[src/rtl/mif_map.vh]
// mouse input front end: shared constants
// assumes a 100 MHz clock; included by the design files by bare name
`ifndef MIF_MAP_VH
`define MIF_MAP_VH
// debounce interval in microseconds (recommended 15-20 ms window)
`define MIF_DEBOUNCE_US 17000
`define MIF_CLK_MHZ 100
`define MIF_DEBOUNCE_CYC (`MIF_DEBOUNCE_US * `MIF_CLK_MHZ)
// poll period of the optical sensor in microseconds
`define MIF_POLL_US 1000
`define MIF_POLL_CYC (`MIF_POLL_US * `MIF_CLK_MHZ)
// sensor register indices
`define MIF_REG_DX_LOW 7'h03
`define MIF_REG_DY_LOW 7'h04
`define MIF_REG_XY_HIGH 7'h05
// button reset level: released (switch open, pulled high)
`define MIF_BTN_IDLE 1'b1
`define MIF_QUAD_IDLE 2'h0
// counter widths: must hold the default debounce and poll counts
`define MIF_DEB_CNT_W 21
`define MIF_POLL_CNT_W 24
// quadrature difference codes: which lines moved since the last sample
`define MIF_QUAD_B_MOVED 2'h1
`define MIF_QUAD_A_MOVED 2'h2
`define MIF_QUAD_BOTH_MOVED 2'h3
// button channels and their bit positions
`define MIF_BTN_COUNT 3
`define MIF_BTN_LEFT 0
`define MIF_BTN_WHEEL 1
`define MIF_BTN_RIGHT 2
// shared high byte: x nibble on top, y nibble below
`define MIF_HI_X_MSB 7
`define MIF_HI_X_LSB 4
`define MIF_HI_Y_MSB 3
`define MIF_HI_Y_LSB 0
`endif

[src/rtl/mif_debounce.v]
// mouse input front end: one button debouncer channel
// assumes the raw button is synchronous to clk, low while pressed
`include "mif_map.vh"
module mif_debounce #(
	parameter COUNT = `MIF_DEBOUNCE_CYC,
	parameter CW = `MIF_DEB_CNT_W
) (
	input wire clk,
	input wire reset_n,
	input wire button_n,
	output reg pressed,
	output reg changed
);
	reg level;
	reg [CW-1:0] cnt;
	always @(posedge clk) begin
		if (!reset_n) begin
			level <= `MIF_BTN_IDLE;
			cnt <= {CW{1'b0}};
			pressed <= 1'b0;
			changed <= 1'b0;
		end else begin
			changed <= 1'b0;
			if (button_n == level) begin
				cnt <= {CW{1'b0}};
			end else if (cnt == COUNT[CW-1:0] - 1'b1) begin
				// stable for the whole interval: accept
				level <= button_n;
				pressed <= ~button_n;
				changed <= 1'b1;
				cnt <= {CW{1'b0}};
			end else begin
				cnt <= cnt + 1'b1;
			end
		end
	end
endmodule // mif_debounce

[src/rtl/mif_front_end.v]
// mouse input front end: wheel decoder, buttons and sensor poller
// assumes all pins synchronous to clk; sensor access by a simple
// request/done register read port outside this block
// the read port answers each read with a one-cycle done pulse
//
// How it works
// - every single change of the wheel quadrature pair counts one step
// - old versus new quadrature state gives direction; cw and ccw opposite
// - quadrature decoding is only for the wheel; x and y come from sensor
// - buttons idle high via pull-up; closed switch pulls to ground
// - low button level means pressed
// - high button level means released
// - each button must stay stable about 17 ms before change is accepted
// - three button channels: left, wheel press, right
// - periodically read low x, low y and shared high xy sensor registers
`include "mif_map.vh"
module mif_front_end #(
	parameter POLL_CYCLES = `MIF_POLL_CYC,
	parameter DEB_CYCLES = `MIF_DEBOUNCE_CYC,
	parameter WHEEL_W = 8
) (
	input wire clk,
	input wire reset_n,
	input wire wheel_a,
	input wire wheel_b,
	input wire left_button_n,
	input wire wheel_button_n,
	input wire right_button_n,
	output reg button_pull_up_en,
	output reg [2:0] buttons_pressed,
	output reg buttons_changed,
	output reg signed [WHEEL_W-1:0] wheel_count,
	output reg wheel_step,
	output reg wheel_dir_ccw,
	output reg sensor_rd_req,
	output reg [6:0] sensor_rd_addr,
	input wire sensor_rd_done,
	input wire [7:0] sensor_rd_data,
	output reg signed [11:0] motion_x,
	output reg signed [11:0] motion_y,
	output reg motion_valid
);
	// ************************************************
	// wheel quadrature decoder
	// ************************************************
	reg [1:0] quad_prev;
	wire [1:0] quad_now;
	wire [1:0] quad_diff;
	wire quad_single;
	wire quad_double;
	wire step_ccw;

	assign quad_now = {wheel_a, wheel_b};
	assign quad_diff = quad_now ^ quad_prev;
	// exactly one line moved: a legal step of the gray sequence
	assign quad_single = (quad_diff == `MIF_QUAD_B_MOVED) ||
		(quad_diff == `MIF_QUAD_A_MOVED);
	// both lines moved: a state was skipped, direction is unknown
	assign quad_double = (quad_diff == `MIF_QUAD_BOTH_MOVED);
	// gray order 00-01-11-10 is clockwise: there new b is old a inverted,
	// so old a equal to new b means a counter-clockwise step
	assign step_ccw = ~(quad_prev[1] ^ quad_now[0]);
	// the pair is sampled on every rising edge; a step shows one edge later
	always @(posedge clk) begin
		if (!reset_n) begin
			quad_prev <= `MIF_QUAD_IDLE;
			wheel_count <= {WHEEL_W{1'b0}};
			wheel_step <= 1'b0;
			wheel_dir_ccw <= 1'b0;
		end else begin
			wheel_step <= 1'b0;
			// only the wheel is decoded here
			quad_prev <= quad_now;
			if (quad_single) begin
				wheel_step <= 1'b1;
				wheel_dir_ccw <= step_ccw;
				if (step_ccw)
					wheel_count <= wheel_count - 1'b1;
				else
					wheel_count <= wheel_count + 1'b1;
			end else if (quad_double) begin
				// skipped state: resync only, count and direction kept
				wheel_step <= 1'b0;
			end
		end
	end

	// ************************************************
	// buttons
	// ************************************************
	wire [`MIF_BTN_COUNT-1:0] raw_n;
	wire [`MIF_BTN_COUNT-1:0] deb_pressed;
	wire [`MIF_BTN_COUNT-1:0] deb_changed;
	genvar i;
	assign raw_n[`MIF_BTN_LEFT] = left_button_n;
	assign raw_n[`MIF_BTN_WHEEL] = wheel_button_n;
	assign raw_n[`MIF_BTN_RIGHT] = right_button_n;
	// one debouncer per switch; the channels never wait on each other
	generate
		for (i = 0; i < `MIF_BTN_COUNT; i = i + 1) begin : g_btn
			mif_debounce #(
				.COUNT(DEB_CYCLES),
				.CW(`MIF_DEB_CNT_W)
			) u_deb (
				.clk(clk),
				.reset_n(reset_n),
				.button_n(raw_n[i]),
				.pressed(deb_pressed[i]),
				.changed(deb_changed[i])
			);
		end
	endgenerate
	always @(posedge clk) begin
		if (!reset_n) begin
			button_pull_up_en <= 1'b0;
			buttons_pressed <= 3'h0;
			buttons_changed <= 1'b0;
		end else begin
			// pull-ups stay enabled so an open switch reads high
			button_pull_up_en <= 1'b1;
			// one register stage so every output comes from a flip-flop
			buttons_pressed <= deb_pressed;
			buttons_changed <= |deb_changed;
		end
	end

	// ************************************************
	// sensor poller
	// ************************************************
	// one-hot states: idle, then one per read of the burst
	localparam S_IDLE = 4'h1;
	localparam S_RDX = 4'h2;
	localparam S_RDY = 4'h4;
	localparam S_RDH = 4'h8;
	reg [3:0] state;
	reg [`MIF_POLL_CNT_W-1:0] poll_cnt;
	reg [7:0] dx_low;
	reg [7:0] dy_low;
	wire poll_due;
	reg [6:0] next_addr;
	wire [7:0] motion_xy_high_nibbles;
	wire signed [11:0] burst_x;
	wire signed [11:0] burst_y;

	// the timer runs only while idle: the period is counted from the end
	// of one burst, so a slow sensor never sees two bursts overlap
	assign poll_due = (poll_cnt ==
		POLL_CYCLES[`MIF_POLL_CNT_W-1:0] - 1'b1);
	always @(posedge clk) begin
		if (!reset_n) begin
			poll_cnt <= {`MIF_POLL_CNT_W{1'b0}};
		end else if (state != S_IDLE || poll_due) begin
			poll_cnt <= {`MIF_POLL_CNT_W{1'b0}};
		end else begin
			poll_cnt <= poll_cnt + 1'b1;
		end
	end

	// address of the read that follows; the fixed order keeps the low
	// bytes and the shared high byte of one burst together
	always @* begin
		case (state)
		S_IDLE: next_addr = `MIF_REG_DX_LOW;
		S_RDX: next_addr = `MIF_REG_DY_LOW;
		S_RDY: next_addr = `MIF_REG_XY_HIGH;
		default: next_addr = sensor_rd_addr;
		endcase
	end

	// the shared high byte holds the top nibble of both axes
	assign motion_xy_high_nibbles = sensor_rd_data;
	assign burst_x = {motion_xy_high_nibbles[`MIF_HI_X_MSB:`MIF_HI_X_LSB],
		dx_low};
	assign burst_y = {motion_xy_high_nibbles[`MIF_HI_Y_MSB:`MIF_HI_Y_LSB],
		dy_low};
	always @(posedge clk) begin
		if (!reset_n) begin
			state <= S_IDLE;
			sensor_rd_req <= 1'b0;
			sensor_rd_addr <= 7'h00;
			dx_low <= 8'h00;
			dy_low <= 8'h00;
			motion_x <= 12'h000;
			motion_y <= 12'h000;
			motion_valid <= 1'b0;
		end else begin
			motion_valid <= 1'b0;
			case (state)
			S_IDLE: begin
				// a done pulse outside a burst is never looked at
				if (poll_due) begin
					sensor_rd_req <= 1'b1;
					sensor_rd_addr <= next_addr;
					state <= S_RDX;
				end
			end
			S_RDX: begin
				if (sensor_rd_done) begin
					dx_low <= sensor_rd_data;
					sensor_rd_addr <= next_addr;
					state <= S_RDY;
				end
			end
			S_RDY: begin
				if (sensor_rd_done) begin
					dy_low <= sensor_rd_data;
					sensor_rd_addr <= next_addr;
					state <= S_RDH;
				end
			end
			S_RDH: begin
				if (sensor_rd_done) begin
					// high nibbles: x in [7:4], y in [3:0]
					motion_x <= burst_x;
					motion_y <= burst_y;
					motion_valid <= 1'b1;
					sensor_rd_req <= 1'b0;
					state <= S_IDLE;
				end
			end
			default: begin
				sensor_rd_req <= 1'b0;
				state <= S_IDLE;
			end
			endcase
		end
	end
endmodule // mif_front_end

[config.mk]
export PLATFORM = sky130hd
export DESIGN_NAME = mif_front_end
export DESIGN_NICKNAME = d
export VERILOG_FILES = /design/src/rtl/mif_debounce.v /design/src/rtl/mif_front_end.v
export VERILOG_INCLUDE_DIRS = /design/src /design/src/rtl
export SDC_FILE = /design/constraint.sdc
export NUM_CORES = 1
export LEC_CHECK = 0
export ABC_AREA = 1
export BUFFER_PORTS_ARGS = -buffer_cell sky130_fd_sc_hd__buf_4
export CAP_MARGIN = 20
export CORE_MARGIN = 2
export CORE_UTILIZATION = 30
export DETAILED_ROUTE_END_ITERATION = 8
export GPL_ROUTABILITY_DRIVEN = 1
export PLACE_DENSITY_LB_ADDON = 0.2
export SYNTH_ARGS = -nofsm -noshare
export SYNTH_HDL_FRONTEND = slang
export SYNTH_SLANG_ARGS = --single-unit
[constraint.sdc]
create_clock -name clk -period 4.85 [get_ports clk]
set_input_delay 0.2425 -clock clk [delete_from_list [all_inputs] [get_ports clk]]
set_output_delay 0.2425 -clock clk [all_outputs]
set_load 0.02 [all_outputs]
== After elaboration in Yosys (flattened, before gate mapping) ==
Index checks and enable logic that the tools add are counted.
Word-level totals
  bits in writable memories: 0
  logic and storage cells: 105
  output and inout port bits: 48
  memories: 0
  input bits: 16
  memory bits (read-only): 0
  register bits: 166
  bits in latches: 0
Operators by class
  bitwise logic cells: 11
  add/subtract/negate cells: 6
  $lt $le $gt $ge: 0
  shift operators: 0
  $mul: 0
  divide/modulo/power cells: 0
  equal/unequal tests: 19
  multiplexer cells: 19
  reduce and logical (&&, ||, !) cells: 22
Operator list (number)
  $add 21x1->21 const B: 3
  $eq 21x21->1 const B: 3
  $add 24x1->24 const B: 1
  $eq 24x17->1 const B: 1
  $mux 4: 4
  $pmux 4 s4: 1
  $mux 7: 2
  $pmux 7 s2: 1
  $reduce_and 2->1: 7
  $reduce_or 3->1: 4
  $reduce_or 2->1: 5
  $not 1->1: 9
  $add 8x1->8 const B: 1
  $mux 1: 8
  $mux 8: 1
  $ne 2x2->1 const B: 4
  $sub 8x1->8 const B: 1
  $pmux 3 s2: 1
  $reduce_and 3->1: 2
  $eq 4x1->1 const B: 1
  $eq 4x2->1 const B: 1
  $eq 4x3->1 const B: 1
  $eq 4x4->1 const B: 1
  $ne 4x1->1 const B: 1
  10 further kinds: 13

== Depth between registers and ports, before layout ==
  depth in word-level cells: 4
  gate-level depth with buffers: 14
  gate-level depth less buffers: 14

== By module ==
From an unflattened synthesis, not the netlist that was laid out.
Unflattened totals
  cell total of the unflattened synthesis: 1141
  area, all modules: 7832.5 sq um
By module, submodules not included
  mif_front_end: area an instance 3953.8 sq um, cells an instance 547, times used 1, sequential area each 1801.7 sq um
  mif_debounce (g_btn[0].u_deb ...): area an instance 1305.0 sq um, cells an instance 201, times used 2, sequential area each 480.5 sq um
  mif_debounce (g_btn[2].u_deb): area an instance 1268.7 sq um, cells an instance 192, times used 1, sequential area each 480.5 sq um

== Least setup slack after synthesis ==
No wires, ideal clock.
  path type: reg2reg
  start: reg g_btn[0].u_deb.cnt[0]
  end: reg g_btn[0].u_deb.cnt[8]
  required time: 4728 ps
  arrival: 1396 ps
  path buffers: 1
  stages on the path, launching flop included: 10
  period minus slack after synthesis: 1518 ps
  setup slack: 3332 ps
  library setup time: 122 ps
  cell sequence: dfxtp_1 ha_1 nand2_2 nor2_2 inv_2 nor4_2 nand3_1 nand3_2 buf_4 a21oi_1
Between the ends
  cells in the longest elaborated chain, start to end: 2
  elaborated cells between the ends (all ways): 3
  those cells by class: 1 x add/sub; 1 x eq/ne; 1 x reduce/logical
Ends and longest elaborated chain
  start: declaration: line mif_debounce.v:15  | reg [CW-1:0] cnt;
  start signal: assignment: line mif_debounce.v:19  | cnt <= {CW{1'b0}};
  start signal: assignment: line mif_debounce.v:25  | cnt <= {CW{1'b0}};
  start signal: assignment: line mif_debounce.v:31  | cnt <= {CW{1'b0}};
  parallel branches: the longest is 2 deep, another holds $add 21x1->21
Several ways; the timed one is not identified.
A chain may end at the register's enable or synchronous reset.

== Worst setup path in the final report ==
  start: reg poll_cnt[0]
  end: reg poll_cnt[12]
Between the ends
  cells in the longest elaborated chain, start to end: 3
  elaborated cells between the ends (all ways): 4
  those cells by class: 1 x add/sub; 1 x eq/ne; 2 x reduce/logical
Ends and longest elaborated chain
  start: declaration: line mif_front_end.v:136  | reg [`MIF_POLL_CNT_W-1:0] poll_cnt;
  start signal: assignment: line mif_front_end.v:151  | poll_cnt <= {`MIF_POLL_CNT_W{1'b0}};
  start signal: assignment: line mif_front_end.v:153  | poll_cnt <= {`MIF_POLL_CNT_W{1'b0}};
  start signal: assignment: line mif_front_end.v:155  | poll_cnt <= poll_cnt + 1'b1;
  parallel branches: the longest is 3 deep, another holds $add 24x1->24
Several ways; the timed one is not identified.

==> results.toml <==
[status]
outcome = "finished clean"

[critical_path]
crit_end = "poll_cnt[12]"
rrSetupSlack_ns = 2.78
crit_arrival_ns = 2.40
path_delay_family = "simple AND/OR/NAND/NOR gates"
r2r-start = "poll_cnt[0]"
slowest_stage = "nand3_1"
r2r_cells = 8
critPathBufInv = 1
rr_endpoint = "poll_cnt[12]"
critPathLaunchType = "flop"
end_kind = "flop"
cp_max_fo = 24
path_depth = 8
cpPeakStageDelay_ns = 0.68
worstSetupPathType = "flop to flop"
worstSetupStartpoint = "poll_cnt[0]"
critPathRequiredTime_ns = 5.18
cpMostUsedCell = "nor2_1"
worstPathCellList = "ha_1, nand2_1, nor2_1, inv_1, nor2_1, nand4_1, nand3_1, nor3b_1"

[grt]
antenna_found_initial = 0
grt_max_degree = 64
gr-total-overflow = 0
track_usage_pct = 13.17
grt_pass1_wl_um = 28860
grt_pass1_vias = 6090

[logic_synthesis]
async_flop_share_pct = 0
synth_top_area_share_pct = 42.46
yosys_warnings = 0
yosys.area.top_type = "dfxtp_1"
synth_top_flop_cell = "dfxtp_1"
synth_edf_count = 0
synth_area_um2 = 7639
ys_seq_area_share_pct = 42.46
synth-seq-cells = 162
yosysUniqueCellTypes = 47
syn_area_per_cell_um2 = 7.409
synthCells = 1031
synth_area_leaders = "dfxtp_1 42%, nand2_1 7.6%, inv_1 7.2%, nor2_1 6.5%, a21oi_1 4.7%"

[clocking]
cts-root-buf = "clkbuf_16"
cts_setup_buffers = 0
cts_buffer_depth = 2
htree_levels = 4
cts_made_buffers = 17
clk_pin_slew_worst_paths_ns = 0.07
cts_hold_buf = 0
clock-sinks = 162
clk_latency_ns = 0.43
post_cts_resized = 0
cts_tree = "yes"

[floorplanning]
io_pins = 64
dieWidth_um = 163.6
core_um2 = 25110
die_y_um = 163.6
die-area_um2 = 26750
rows = 58
initial_core_util_pct = 30.42

[final_layout]
fin_nets = 1107
drive_gt1_share_pct = 15.74
multi_input_area_um2 = 3674
fillerInstances = 2712
finalCoreUtilization_pct = 35.77
seqCellArea_um2 = 3243
area_delta_synth_final_pct = 17.58
diodes = 0

[sta]
max-slew-margin-rel_pct = 34.72
fmax_mhz = 484.1
report.final.hold_viol_count = 0
setup_viol = 0
slew_viol_final = 0
fin_tns_setup_ns = 0
rsz0062_at_grt = "no"
period_share_pct = 42.59
period_minus_slack_ns = 2.066
tightest_slew_ns = 0.9764
fin_worst_skew_ns = 0.01278

[route]
viasPerCell = 4.531
vias = 6475
routed_wl_um = 16810
antenna_left = 0
dr.pass1.iters = 4
wire_per_inst_um = 11.76
drc = 0
first_iter_violations = 422

[placed_design]
portBuffers = 59
gp_congestion = 0.8093
dpl.hpwl_um = 11960

[pwr]
ir_worst_vdd_v = 0.0002135
p_leak_nw = 3.439
powerDensity_nw_per_um2 = 338.1

[job]
cap_violations = 0

[hold_path]
min_path_type = "input port to flop"
## cell families after synthesis
logic type	count (synthesis)	synth area share, %
compound gates	141	9.746
xor+xnor	28	3.211
fa+ha+maj	5	0.8190
buf+inv	182	9.599
flops	162	42.46
other cells	1	0.04909
simple gates	512	34.12
## worst min path at each step
| stage | startpoint | cells after the start | end | slack [ns] |
|---|---|---|---|---|
| after floorplan | reset_n | 0 | button_pull_up_en | 0.27 |
| after global placement | g_btn[1].u_deb.cnt[0] | 1 | g_btn[1].u_deb.cnt[0] | 0.43 |
| after detailed placement | g_btn[1].u_deb.cnt[0] | 1 | g_btn[1].u_deb.cnt[0] | 0.44 |
| after CTS | wheel_b | 3 | quad_prev[0] | 0.03 |
| after global routing | wheel_b | 3 | quad_prev[0] | 0.05 |
| final | wheel_b | 3 | quad_prev[0] | 0.05 |
## cells in the mapped netlist, types with 2 or more instances
library cell / number
a21oi_1: 72
nor3_4: 2
o211ai_1: 4
buf_2: 6
dfxtp_1: 162
or2_2: 10
o21ai_1: 2
nand2_1: 154
o21ai_0: 54
or2_0: 3
xor2_1: 19
nor2_2: 9
nor2_4: 11
nor3b_1: 11
nand2_4: 2
a31oi_1: 2
nand4_4: 2
nor3_1: 38
nand3b_1: 2
ha_1: 5
nor2_1: 132
nand3_1: 53
xnor2_1: 9
nor4_2: 2
nor4_1: 13
nor3b_2: 4
nand4_2: 2
inv_2: 9
buf_4: 7
inv_1: 146
buf_6: 2
nand3_2: 6
a41o_1: 3
and3_1: 2
nor3_2: 7
o31ai_1: 2
nand4_1: 30
nand2_2: 14
clkbuf_1: 10
## worst register-to-register path, stage by stage (launching register included)
cell,delay [ns]
dfxtp_1,0.34
ha_1,0.22
nand2_1,0.08
nor2_1,0.04
inv_1,0.07
nor2_1,0.05
nand4_1,0.11
nand3_1,0.68
nor3b_1,0.40
## state kept, by name (all words and copies together) (netlist names), 4 cells and up
name	flops
g_btn.u_deb.cnt	63
poll_cnt	24
motion_x	12
motion_y	12
dx_low	8
dy_low	8
wheel_count	8
state	4
## metrics by stage
| step | power (mW) | cell area (µm²) | hold WS, ns | setup WS, ns | cells |
|---|---|---|---|---|---|
| floorplan | 1.578 | 7650 | 0.2702 | 3.332 | 1034 |
| global placement | 1.652 | 8362 | 0.4327 | 2.554 | 1397 |
| detailed placement | 1.652 | 8362 | 0.4363 | 2.475 | 1397 |
| CTS | 3.086 | 8981 | 0.03059 | 2.692 | 1429 |
| global route | 3.185 | 8981 | 0.04733 | 2.465 | 1429 |
| finish | 3.037 | 8981 | 0.04994 | 2.784 | 1429 |
## where the power goes
group          switching, mW  leakage, nW  internal [mW]  total (mW)
clock                  0.592        0.294          0.825        1.42
sequential            0.0265         1.31           1.36        1.38
combinational          0.152         1.84         0.0830       0.235
total                  0.771         3.44           2.27        3.04
## layout make-up
class                      instances  area share (%)
multi-input combinational        690           40.90
clock inverter                    15           2.159
tap                              330           4.597
timing repair buffer              60           5.015
clock buffer                      17           4.737
inverter                         155           6.478
sequential                       162           36.11
## metal layers
metal / routed length [µm] / share of wire, % / vias up / GRT usage, %
met2: 7544 / 45 / 85 / 21.44
met1: 8498 / 51 / 2922 / 17.46
met4: 171 / 1.0 / 0 / 3.389
met3: 596 / 3.5 / 13 / 3.225
li1: - / - / 3455 / -
met5: 0 / 0 / - / 0
## layout by cell type, fill, tap and decap left out, types with 14 or more instances in the layout
cell	instances
o21ai_0	54
clkbuf_16	17
nand3_1	53
inv_1	146
nand4_1	30
dfxtp_1	162
nor3_1	38
xor2_1	19
nand2_1	154
nand2_2	14
nor2_1	132
a21oi_1	72
buf_4	60
Note: power is estimated with default switching activity, not from simulation.
